[config.mk]
export PLATFORM = sky130hd
export DESIGN_NAME = pci_host_sig
export DESIGN_NICKNAME = d
export VERILOG_FILES = /design/src/design/pci_sig_pkg.sv /design/src/design/pci_host_sig.sv
export SDC_FILE = /design/constraint.sdc
export NUM_CORES = 1
export LEC_CHECK = 0
export ABC_AREA = 1
export ABC_CLOCK_PERIOD_IN_PS = 2700
export BUFFER_PORTS_ARGS = -buffer_cell sky130_fd_sc_hd__buf_2
export CORE_ASPECT_RATIO = 2
export CORE_MARGIN = 4
export CORE_UTILIZATION = 30
export CTS_BUF_LIST = sky130_fd_sc_hd__clkbuf_8
export DETAILED_ROUTE_END_ITERATION = 6
export GPL_TIMING_DRIVEN = 0
export PLACE_DENSITY = 0.62
export SYNTH_ARGS = -nofsm -noshare
export SYNTH_HDL_FRONTEND = slang
export SYNTH_SLANG_ARGS = --single-unit
[constraint.sdc]
create_clock -name clk_sys -period 2.7 [get_ports clk_sys]
set_input_delay 0 -clock clk_sys [delete_from_list [all_inputs] [get_ports clk_sys]]
set_output_delay 0 -clock clk_sys [all_outputs]
set_load 0.02 [all_outputs]
[src/design/pci_sig_pkg.sv]
// Shared constants and carrier types for the host-bus side signalling block
package pci_sig_pkg;

  // ----------------------------------------------------------------------
  // Clock and timing
  // ----------------------------------------------------------------------
  localparam int unsigned CLK_PERIOD_PS   = 5000;   // clk_sys at 200 MHz
  localparam int unsigned RST_MIN_US      = 100;    // least bus reset length
  localparam int unsigned RST_MIN_CYC     = (RST_MIN_US * 1000000 + CLK_PERIOD_PS - 1)
                                            / CLK_PERIOD_PS;
  localparam int unsigned PME_PULSE_NS    = 100;    // pulse-style wake length
  localparam int unsigned PME_PULSE_CYC   = (PME_PULSE_NS * 1000 + CLK_PERIOD_PS - 1)
                                            / CLK_PERIOD_PS;

  // ----------------------------------------------------------------------
  // Widths and reset values
  // ----------------------------------------------------------------------
  localparam int unsigned IRQ_W           = 8;      // internal interrupt event flags
  localparam int unsigned RST_CNT_W       = 16;
  localparam int unsigned PME_CNT_W       = 6;
  localparam logic        PIN_LOW         = 1'b0;   // level driven while asserted
  localparam logic        PIN_HIGH        = 1'b1;   // driven level of idle request pin
  localparam logic        OE_OFF          = 1'b0;   // reset value of every enable

  // Bit positions inside control_status_word_18
  localparam int unsigned WAKE_ON_LAN_ENABLE_BIT = 18;
  localparam int unsigned WAKE_STYLE_SELECT_BIT  = 17;

  // ----------------------------------------------------------------------
  // Types
  // ----------------------------------------------------------------------
  typedef enum logic [1:0] {
    ARB_IDLE,
    ARB_REQ,
    ARB_OWN
  } arb_state_t;

  // One open-drain or driven pin as seen from the device
  typedef struct packed {
    logic o;
    logic oe;
  } pin_drv_t;

  // Whole state of the signalling block
  typedef struct packed {
    logic                   gnt_n_meta;
    logic                   gnt_n_sync;
    arb_state_t             arb;
    pin_drv_t               req;
    pin_drv_t               inta;
    pin_drv_t               pme;
    pin_drv_t               par;
    logic                   pme_sticky;
    logic [PME_CNT_W-1:0]   pme_cnt;
    logic                   wake_mode;
    logic                   bus_owned;
    logic                   init_ok;
    logic [RST_CNT_W-1:0]   rst_cnt;
  } sig_state_t;

endpackage

[src/design/pci_host_sig.sv]
// Host-bus side signalling: interrupt, reset, request/grant, power-management event
`timescale 1ns/1ps
`default_nettype none

module pci_host_sig #(
  parameter int unsigned RST_MIN_CYCLES = pci_sig_pkg::RST_MIN_CYC
) (
  // Clock and bus reset
  input  wire logic                          clk_sys,
  input  wire logic                          rstn,
  // Interrupt request pin (open drain)
  output var  logic                          inta_o,
  output var  logic                          inta_oe,
  // Bus request and grant pins
  output var  logic                          req_o,
  output var  logic                          req_oe,
  input  wire logic                          gnt_n_i,
  // Power management event pin (open drain)
  output var  logic                          pme_o,
  output var  logic                          pme_oe,
  // Parity pin for address and write data phases
  output var  logic                          par_o,
  output var  logic                          par_oe,
  // Master data path from the transfer engine
  input  wire logic [31:0]                   ad_out,
  input  wire logic [3:0]                    cbe_out,
  input  wire logic                          ad_drive,
  // Interrupt events and bus need from the controller core
  input  wire logic [pci_sig_pkg::IRQ_W-1:0] irq_flags,
  input  wire logic                          need_bus,
  // Power management sources
  input  wire logic                          pm_event,
  input  wire logic                          magic_packet,
  input  wire logic                          pme_clear,
  input  wire logic [31:0]                   control_status_word_18,
  // Status towards the core
  output var  logic                          bus_owned,
  output var  logic                          init_done,
  output var  logic                          wake_mode
);

  // ----------------------------------------------------------------------
  // State registers
  // ----------------------------------------------------------------------
  pci_sig_pkg::sig_state_t state_ff;
  pci_sig_pkg::sig_state_t nxt_state;

  logic wake_on_lan_enable;
  logic wake_style_select;
  logic pme_fire;
  logic reset_long_enough;

  // Control bits taken from the control/status word
  assign wake_on_lan_enable = control_status_word_18[pci_sig_pkg::WAKE_ON_LAN_ENABLE_BIT];
  assign wake_style_select  = control_status_word_18[pci_sig_pkg::WAKE_STYLE_SELECT_BIT];

  // A magic packet only counts once wake mode is actually entered; pm_event always counts
  assign pme_fire = pm_event | (state_ff.wake_mode & magic_packet);

  // The counter saturates, so a long reset never wraps back to short
  assign reset_long_enough = (state_ff.rst_cnt >= RST_MIN_CYCLES[pci_sig_pkg::RST_CNT_W-1:0]);

  // ----------------------------------------------------------------------
  // Next-state logic
  // ----------------------------------------------------------------------
  always_comb begin
    nxt_state = state_ff;

    // Grant pin comes from the arbiter's domain: two stages before use
    nxt_state.gnt_n_meta = gnt_n_i;
    nxt_state.gnt_n_sync = state_ff.gnt_n_meta;

    // Open-drain pins only ever drive low; release is by enable
    nxt_state.inta.o = pci_sig_pkg::PIN_LOW;
    nxt_state.pme.o  = pci_sig_pkg::PIN_LOW;

    // Interrupt pin follows the OR of the event flags
    nxt_state.inta.oe = |irq_flags;

    // Arbitration: request while the bus is needed, own it once granted
    case (state_ff.arb)
      pci_sig_pkg::ARB_IDLE: begin
        if (need_bus) begin
          nxt_state.arb = pci_sig_pkg::ARB_REQ;
        end
      end
      pci_sig_pkg::ARB_REQ: begin
        if (!need_bus) begin
          nxt_state.arb = pci_sig_pkg::ARB_IDLE;
        end else if (!state_ff.gnt_n_sync) begin
          nxt_state.arb = pci_sig_pkg::ARB_OWN;
        end
      end
      pci_sig_pkg::ARB_OWN: begin
        // Grant withdrawn or work done both end the tenure
        if (!need_bus || state_ff.gnt_n_sync) begin
          nxt_state.arb = need_bus ? pci_sig_pkg::ARB_REQ : pci_sig_pkg::ARB_IDLE;
        end
      end
      default: begin
        nxt_state.arb = pci_sig_pkg::ARB_IDLE;
      end
    endcase

    // Request pin is a driven output, low while requesting or owning
    nxt_state.req.oe = pci_sig_pkg::PIN_HIGH;
    nxt_state.req.o  = (nxt_state.arb == pci_sig_pkg::ARB_IDLE) ? pci_sig_pkg::PIN_HIGH
                                                                : pci_sig_pkg::PIN_LOW;
    nxt_state.bus_owned = (nxt_state.arb == pci_sig_pkg::ARB_OWN);

    // Even parity lags its address/data phase by one edge
    nxt_state.par.o  = ^{ad_out, cbe_out};
    nxt_state.par.oe = ad_drive & state_ff.bus_owned;

    // Wake mode tracks the enable bit
    nxt_state.wake_mode = wake_on_lan_enable;

    // Held style stays low until cleared; pulse style times itself out.
    // A new event in the clearing cycle wins over the clear.
    if (pme_fire) begin
      nxt_state.pme_sticky = 1'b1;
      nxt_state.pme_cnt    = pci_sig_pkg::PME_PULSE_CYC[pci_sig_pkg::PME_CNT_W-1:0];
    end else begin
      if (pme_clear) begin
        nxt_state.pme_sticky = 1'b0;
      end
      if (state_ff.pme_cnt != '0) begin
        nxt_state.pme_cnt = state_ff.pme_cnt - 1'b1;
      end
    end

    if (state_ff.wake_mode && !wake_style_select) begin
      nxt_state.pme.oe = pme_fire | (state_ff.pme_cnt > 1);
    end else begin
      nxt_state.pme.oe = nxt_state.pme_sticky;
    end

    // Initialisation is good only when the preceding reset was long enough
    nxt_state.init_ok = state_ff.init_ok;
    nxt_state.rst_cnt = state_ff.rst_cnt;

    // Bus reset overrides everything: float, release, count its length
    if (!rstn) begin
      nxt_state            = '0;
      nxt_state.arb        = pci_sig_pkg::ARB_IDLE;
      nxt_state.gnt_n_meta = pci_sig_pkg::PIN_HIGH;
      nxt_state.gnt_n_sync = pci_sig_pkg::PIN_HIGH;
      nxt_state.req.o      = pci_sig_pkg::PIN_HIGH;
      nxt_state.req.oe     = pci_sig_pkg::OE_OFF;
      nxt_state.inta.oe    = pci_sig_pkg::OE_OFF;
      nxt_state.pme.oe     = pci_sig_pkg::OE_OFF;
      nxt_state.par.oe     = pci_sig_pkg::OE_OFF;
      nxt_state.rst_cnt    = reset_long_enough ? state_ff.rst_cnt
                                               : state_ff.rst_cnt + 1'b1;
      nxt_state.init_ok    = 1'b0;
    end else begin
      // First cycle after release latches whether reset was long enough;
      // clearing the count every running cycle gives the next reset a clean start
      if (state_ff.rst_cnt != '0) begin
        nxt_state.init_ok = reset_long_enough;
      end
      nxt_state.rst_cnt = '0;
    end
  end

  // ----------------------------------------------------------------------
  // State register, all on the rising clock edge
  // ----------------------------------------------------------------------
  always_ff @(posedge clk_sys) begin
    state_ff <= nxt_state;
  end

  // ----------------------------------------------------------------------
  // Outputs, each straight from the state register
  // ----------------------------------------------------------------------
  assign inta_o    = state_ff.inta.o;
  assign inta_oe   = state_ff.inta.oe;
  assign req_o     = state_ff.req.o;
  assign req_oe    = state_ff.req.oe;
  assign pme_o     = state_ff.pme.o;
  assign pme_oe    = state_ff.pme.oe;
  assign par_o     = state_ff.par.o;
  assign par_oe    = state_ff.par.oe;
  assign bus_owned = state_ff.bus_owned;
  assign init_done = state_ff.init_ok;
  assign wake_mode = state_ff.wake_mode;

endmodule

`default_nettype wire

After elaboration in Yosys (flattened, before gate mapping) --
Index checks and enable logic that the tools add are counted. W data, S select, Z words.
Storage, ports and cells: register bits 38, output and inout port bits 11, input bits 84
Cells by class: bitwise gates (word level) 5, $lt $le $gt $ge 2, reductions and logical operators 12, mux-type cells 12, equality and inequality tests 3, $add $sub $neg 2
Operators with widths (number):
- $reduce_xor A36 Y1 | 1
- $add A16 B1 Y16 const B | 1
- $ge A16 B15 Y1 const B | 1
- $mux W16 | 1
- $reduce_bool A16 Y1 | 1
- $mux W2 | 4
- $reduce_or A8 Y1 | 1
- $mux W7 | 1
- $gt A6 B1 Y1 const B | 1
- $mux W6 | 1
- $pmux W2 S3 | 1
- $reduce_bool A6 Y1 | 1
- $sub A6 B1 Y6 const B | 1
- $eq A2 B2 Y1 const B | 2
- $logic_not A2 Y1 | 2
- $mux W1 | 4
- $and A1 B1 Y1 | 2
- $eq A2 B1 Y1 const B | 1
- $logic_not A1 Y1 | 2
- $or A1 B1 Y1 | 2
- $reduce_bool A2 Y1 | 1
- $reduce_or A2 Y1 | 1
- $logic_and A1 B1 Y1 | 1
- $logic_or A1 B1 Y1 | 1
- $not A1 Y1 | 1

Longest topological paths before layout --
Gate-level depths: netlist (run 1).
depth in word-level cells 6, mapped depth 14, mapped depth without buffers 14

Worst setup path after synthesis (run 1) --
Ideal clock, no wire load.
path type register -> register, from register state_ff[1] in the netlist's numbering, to register state_ff[14] in the netlist's numbering, path slack 1.253 ns, stages on the path, launching flop included 8, arrival 1.315 ns, clock period less this slack 1.447 ns, data required time 2.568 ns, buffers on the path 0, setup time 0.132 ns, path through dfxtp_1 -> ha_1 -> inv_1 -> nor4_2 -> nand3_1 -> xor2_1 -> nand2_1 -> a21oi_1
On the way: word-level cells in the longest chain between the ends 1
RTL lines:
- start, declared | RTL line pci_host_sig.sv:45 | pci_sig_pkg::sig_state_t state_ff;
- start signal, assigned | RTL line pci_host_sig.sv:170 | state_ff <= nxt_state;
- $add A16 B1 Y16 or $ge A16 B15 Y1 (tied branches) | RTL line pci_host_sig.sv:154, pci_host_sig.sv:61
Parallel ways exist; a longest one is shown, timed or not. A chain may end at the register's enable or synchronous reset.

Worst setup path after layout (run 1) --
from input irq_flags[6] in the netlist's numbering, to register state_ff, in the netlist inta_oe
On the way: word-level cells in the longest chain between the ends 1
RTL lines:
- start, declared | RTL line pci_host_sig.sv:29 | input wire logic [pci_sig_pkg::IRQ_W-1:0] irq_flags,
- $reduce_or A8 Y1 | RTL line pci_host_sig.sv:78 | nxt_state.inta.oe = |irq_flags;
No other way between the ends.

==> results.sh, run 1 <==
export IMPL_cp_depth=6
export IMPL_hold_viol=0
export IMPL_ir_worst_vdd_mv=0.170
export IMPL_rsz0062_at_grt="no"
export IMPL_worst_setup_path_start_kind="input pin"
export IMPL_min_period_ns=1.80
export IMPL_fmax_mhz=556
export IMPL_synthArstFlopShare_pct=0
export IMPL_r2r_start="state_ff[1]$_SDFFE_PP0N_"
export IMPL_start_util_pct=30.7
export IMPL_max_stage_delay_ns=0.58
export IMPL_wire_per_inst_um=9.41
export IMPL_syn2layout_area_growth_pct=24.5
export IMPL_core_um2=8290
export IMPL_min_to="state_ff[25]$_SDFF_PN0_"
export IMPL_port_buffers=62
export IMPL_cts_tree="yes"
export IMPL_path_buf_inv=4
export IMPL_overflow=0
export IMPL_rr_endpoint="state_ff[14]$_SDFFE_PP0N_"
export IMPL_placementRows=47
export IMPL_ys_types=35
export IMPL_dr_first_iter_drc_count=67
export IMPL_synth_largest_area_cell="nand2_1"
export IMPL_io_pins=95
export IMPL_crit_slowest_cell="dlygate4sd3_1"
export IMPL_hold_path_class="input pin to flip-flop"
export IMPL_drcViolationCount=0
export IMPL_first_global_vias=2502
export IMPL_synth_edf_count=0
export IMPL_n_antenna_cell=0
export IMPL_antenna_found_initial=0
export IMPL_clock_skew_ns=0.00573
export IMPL_internal_power_uw=954
export IMPL_holdPathStages=4
export IMPL_vias_per_cell=4.46
export IMPL_netlist_instances=438
export IMPL_grt_pass1_wl_mm=9.78
export IMPL_yosysMostFrequentCell="nand2_1"
export IMPL_drv_cap=0
export IMPL_fp_dieArea_um2=10100
export IMPL_worst_r2r_path_depth=7
export IMPL_seq_power_share_pct=42.1
export IMPL_p_total_uw=1350
export IMPL_grt_max_degree=12
export IMPL_status="finished clean"
export IMPL_ctsHoldBuffers=8
export IMPL_pwr_share_comb_pct=23.3
export IMPL_cp_top_family="buffers and inverters"
export IMPL_htreeDepth=2
export IMPL_maxSlewViolCount=0
export IMPL_num_vias=2745
export IMPL_wirelength_mm=5.79
export IMPL_yosysSeqAreaShare_pct=28.3
export IMPL_cts_sinks=36
export IMPL_synth_warnings=0
export IMPL_crit_arrival_ns=1.98
export IMPL_die_w_um=73.2
export IMPL_gp_congestion=0.790
export IMPL_cts_buffers=5
export IMPL_fin_nets=605
export IMPL_crit_top_cell="dlygate4sd3_1"
export IMPL_drive_gt1_share_pct=17.8
export IMPL_cts_resized=0
export IMPL_final_period_utilization_pct=66.7
export IMPL_setup_viol=0
export IMPL_synth_commonest_cells="nand2_1, inv_1, dfxtp_1"
export IMPL_path_clk_slew_ns=0.07
export IMPL_required_ns=2.88
export IMPL_postCtsSetupRepairBufs=0
export IMPL_dp_hpwl_mm=4.93
export IMPL_clockPowerShare_pct=34.6
export IMPL_die_h_um=138
export IMPL_path_max_fanout=1
export IMPL_clockBufferDepth=2
export IMPL_worstSetupPathType="input pin to flip-flop"
export IMPL_ys_seq_elements=36
export IMPL_setup_tns_ns=0
export IMPL_drtAntennaViolNets=0
export IMPL_crit_path_end_kind="flip-flop"
export IMPL_crit_chain="dlygate4sd3_1 > buf_2 > nor4_1 > dlygate4sd3_1 > a21oi_1 > dlygate4sd3_1"
export IMPL_clk_latency_ns=0.30
export IMPL_powerDensity_nw_per_um2=426
export IMPL_p_leak_uw=0.00169
export IMPL_synth_area_leaders="nand2_1, dfxtp_1, inv_1"
export IMPL_p_sw_share_pct=29.4
export IMPL_r2r_slack_ns=1.07
export IMPL_synth_top_area_share_pct=30.1
export IMPL_syn_cell_area_um2=2550
export IMPL_power_switching_uw=397
export IMPL_synth_top_flop_cell="dfxtp_1"
export IMPL_min_from="pme_clear"
export IMPL_cts_root_buf="clkbuf_8"
export IMPL_syn_area_per_cell_um2=5.82
export IMPL_dr_pass1_iters=4
export IMPL_grtUsageTotal_pct=11.9
==> kinds of logic (layout without fill, tap and decap cells) <==
family / after synthesis / after routing / synth area share [%]
flops: 36 / 36 / 28.3
other cells: 1 / 2 / 0.147
compound gates: 38 / 38 / 8.01
simple gates: 280 / 280 / 46.9
fa+ha+maj: 5 / 5 / 2.46
buf+inv: 68 / 146 / 10.8
xor+xnor: 10 / 10 / 3.44
==> routing by layer <==
layer	share of wire [%]	track usage (%)	vias up
li1	-	-	1488
met1	34	11.0	1196
met2	59	23.8	53
met3	3.7	0.945	8
met4	2.4	6.13	0
met5	0	0	-
==> power by group through the flow <==
stage,clock (uW),sequential [uW],combinational [uW]
6_report,467,569,315
3_3_place_gp,0,580,303
4_1_cts,478,569,321
3_5_place_dp,0,581,312
2_1_floorplan,0,587,206
5_1_grt,501,571,372
==> registers in the layout, summed over array words and instances (netlist names) <==
name / cells
bus_owned: 1
init_done: 1
inta_oe: 1
par_o: 1
par_oe: 1
pme_oe: 1
req_o: 1
req_oe: 1
state_ff: 27
wake_mode: 1
==> stage by stage <==
stage	cells	hold WS, ns	area [um^2]	utilization, %	setup WS (ns)
final	615	0.0182	3170	38.3	0.900
after global routing	615	0.0640	3170	38.3	0.784
after CTS	615	0.0167	3170	38.3	0.914
after detailed placement	599	0.157	2980	36.0	1.07
after global placement	599	0.157	2980	36.0	1.05
after floorplan	439	0.0277	2550	-	1.25
==> worst min-delay path: stages <==
cell     delay (ns)
buf_2          0.10
inv_1          0.04
a21oi_1        0.07
nor2_1         0.07
==> placed cells by master (no fill, tap or decap), types with 2 or more instances in the layout <==
cell type,instances
xnor2_1,8
nor4_2,2
nor3_4,2
or2_2,3
xor2_1,2
clkbuf_8,5
buf_4,2
a21oi_1,23
o21ai_0,9
ha_1,5
nor2_2,2
nor2_1,34
nor4_1,4
buf_2,62
conb_1,2
dfxtp_1,36
nand2_4,3
nor3_1,6
nand2_1,204
nand2_2,2
inv_1,62
dlygate4sd3_1,8
nand3_1,14
==> worst max-delay path by stage <==
stage | startpoint | endpoint | slack, ns
global route | irq_flags[6] | inta_oe$_SDFF_PN0_ | 0.78
CTS | irq_flags[6] | inta_oe$_SDFF_PN0_ | 0.91
detailed placement | state_ff[1]$_SDFFE_PP0N_ | state_ff[14]$_SDFFE_PP0N_ | 1.07
finish | irq_flags[6] | inta_oe$_SDFF_PN0_ | 0.90
global placement | state_ff[1]$_SDFFE_PP0N_ | state_ff[14]$_SDFFE_PP0N_ | 1.05
floorplan | state_ff[1]$_SDFFE_PP0N_ | state_ff[14]$_SDFFE_PP0N_ | 1.25
==> final cells by class <==
class,instances,area [um^2]
fillers,885,5120
multi-input cells,335,1560
flip-flops and latches,36,721
repair buffers,70,390
inverters,64,245
well taps,98,123
clock buffers,5,68.8
clock inverters,3,38.8
plain buffers,4,30.0
Note: power is estimated with default switching activity, not from simulation.
==> run 2: changes to the inputs <==
--- a/config.mk
+++ b/config.mk
@@ -6,7 +6,7 @@
 export NUM_CORES = 1
 export LEC_CHECK = 0
 export ABC_AREA = 1
-export ABC_CLOCK_PERIOD_IN_PS = 2700
+export ABC_CLOCK_PERIOD_IN_PS = 1600
 export BUFFER_PORTS_ARGS = -buffer_cell sky130_fd_sc_hd__buf_2
 export CORE_ASPECT_RATIO = 2
 export CORE_MARGIN = 4
@@ -14,7 +14,7 @@
 export CTS_BUF_LIST = sky130_fd_sc_hd__clkbuf_8
 export DETAILED_ROUTE_END_ITERATION = 6
 export GPL_TIMING_DRIVEN = 0
-export PLACE_DENSITY = 0.62
+export PLACE_DENSITY = 0.64
 export SYNTH_ARGS = -nofsm -noshare
 export SYNTH_HDL_FRONTEND = slang
 export SYNTH_SLANG_ARGS = --single-unit
==> constraint.sdc (replaced) <==
create_clock -name clk_sys -period 1.6 [get_ports clk_sys]
set_input_delay 0 -clock clk_sys [delete_from_list [all_inputs] [get_ports clk_sys]]
set_output_delay 0 -clock clk_sys [all_outputs]
set_load 0.02 [all_outputs]
==> results.sh, run 2 (synthesis results as in run 1) <==
export IMPL_power_switching_uw=713
export IMPL_io_pins=95
export IMPL_rsz0062_at_grt="no"
export IMPL_n_antenna_cell=0
export IMPL_final_common_cell="nand2_1"
export IMPL_crit_top_cell="nand2_4"
export IMPL_start_util_pct=30.7
export IMPL_vias_per_cell=4.54
export IMPL_syn2layout_area_growth_pct=26.0
export IMPL_final_period_utilization_pct=91.4
export IMPL_relSlewSlack_pct=64.7
export IMPL_internal_power_uw=1460
export IMPL_cts_tree="yes"
export IMPL_clock_skew_ns=0.00900
export IMPL_seq_area_um2=728
export IMPL_path_max_fanout=10
export IMPL_hold_path_class="input pin to flip-flop"
export IMPL_p_leak_uw=0.00171
export IMPL_die_h_um=138
export IMPL_clockPowerShare_pct=30.9
export IMPL_holdPathStages=2
export IMPL_path_clk_slew_ns=0.08
export IMPL_drv_cap=0
export IMPL_grt_pass1_wl_mm=9.72
export IMPL_die_w_um=73.2
export IMPL_gp_congestion=0.922
export IMPL_antenna_found_initial=0
export IMPL_drcViolationCount=0
export IMPL_cts_sinks=36
export IMPL_cts_buffers=5
export IMPL_crit_arrival_ns=1.66
export IMPL_hold_viol=0
export IMPL_dp_hpwl_mm=4.84
export IMPL_final_util_pct=38.7
export IMPL_port_buffers=62
export IMPL_htreeDepth=2
export IMPL_maxSlewViolCount=0
export IMPL_p_total_uw=2180
export IMPL_required_ns=1.80
export IMPL_placementRows=47
export IMPL_multi_input_area_um2=1590
export IMPL_status="finished clean"
export IMPL_clk_latency_ns=0.30
export IMPL_overflow=0
export IMPL_fmax_mhz=684
export IMPL_drtAntennaViolNets=0
export IMPL_dr_pass1_iters=4
export IMPL_worstSetupPathType="flip-flop to flip-flop"
export IMPL_pwr_share_comb_pct=25.0
export IMPL_dr_first_iter_drc_count=93
export IMPL_fp_dieArea_um2=10100
export IMPL_seq_power_share_pct=44.1
export IMPL_grt_max_degree=14
export IMPL_worst_r2r_path_depth=10
export IMPL_num_fill_cells=909
export IMPL_drive_gt1_share_pct=20.4
export IMPL_wire_per_inst_um=9.61
export IMPL_wirelength_mm=5.93
export IMPL_setup_tns_ns=0
export IMPL_num_vias=2799
export IMPL_clockBufferDepth=2
export IMPL_powerDensity_nw_per_um2=678
export IMPL_final_cell_mix="nand2_1, buf_2, inv_1, nor2_1, dfxtp_1"
export IMPL_worst_setup_path_start_kind="flip-flop"
export IMPL_crit_path_end_kind="flip-flop"
export IMPL_p_sw_share_pct=32.8
export IMPL_max_stage_delay_ns=0.34
export IMPL_top_register="state_ff"
export IMPL_fin_nets=607
export IMPL_cts_root_buf="clkbuf_8"
export IMPL_first_global_vias=2536
export IMPL_ir_worst_vdd_mv=0.319
export IMPL_core_um2=8290
export IMPL_crit_chain="inv_1 > nand2_2 > nor3_4 > nand3_1 > nand2_4 > inv_6 > nand2_4 > nor2_2 > a21oi_1 > nor2_1"
export IMPL_largest_reg_flops=27
export IMPL_min_period_ns=1.46
export IMPL_setup_viol=0
export IMPL_worst_pin_slew_ns=0.530
export IMPL_grtUsageTotal_pct=11.7
export IMPL_crit_slowest_cell="dfxtp_2"
-- run 2: layer usage --
metal	track usage, %	vias up	wire length, um
met5	0	-	0
met3	1.74	12	300
met4	6.91	0	200
met2	23.0	67	3360
met1	10.2	1222	2070
li1	-	1498	-
-- run 2: path summary, 6_finish.rpt --
check | slack, ns | start | to
min reg2reg | 0.42 | state_ff[37]$_SDFF_PN1_ | state_ff[36]$_SDFF_PN1_
max reg2reg | 0.14 | state_ff[12]$_SDFFE_PP0N_ | state_ff[9]$_SDFFE_PP0N_
min | 0.002 | need_bus | req_o$_SDFF_PN1_
max | 0.14 | state_ff[12]$_SDFFE_PP0N_ | state_ff[9]$_SDFFE_PP0N_
-- run 2: through the flow --
step	hold WS (ns)	setup WS, ns	instance area, um^2	instances
after global routing	0.0271	0.00226	3210	617
after detailed placement	0.138	-0.0824	2980	599
final	0.00202	0.138	3210	617
after global placement	0.138	-0.0479	2980	599
after CTS	0.00601	0.00590	3170	615
after floorplan	0.0277	0.153	2550	439
-- run 2: final cells by class --
type                            instances  share of cell area (%)
Multi-Input combinational cell        335                    49.4
Sequential cell                        36                    22.7
Timing Repair Buffer                   72                    12.6
Inverter                               64                    7.64
Tap cell                               98                    3.82
Clock buffer                            5                    2.14
Buffer                                  4                   0.935
Clock inverter                          3                   0.740
-- run 2: critical path, delay by kind of cell (launching register included) --
| kind | cells | cell delay [ns] |
|---|---|---|
| buffers and inverters | 2 | 0.17 |
| AO/OA/AOI/OAI | 1 | 0.13 |
| AND/OR/NAND/NOR | 7 | 0.72 |
| flip-flops | 1 | 0.34 |
-- run 2: power by group through the flow --
| stage | Clock (uW) | Combinational [uW] | Sequential (uW) |
|---|---|---|---|
| after floorplan | 0 | 348 | 990 |
| after global placement | 0 | 510 | 977 |
| final | 672 | 545 | 961 |
| after CTS | 694 | 544 | 958 |
| after detailed placement | 0 | 527 | 979 |
| after global routing | 727 | 629 | 967 |
-- run 2: repair_timing --
item / 4_1_cts / 5_1_grt
pin swaps: 0 / 3
gates resized for setup: 1 / 13
buffers inserted: 0 / 2
setup endpoints to repair: 2 / 10
hold buffers: 8 / 0
gates cloned: 0 / 0
hold endpoints to repair: 5 / 0
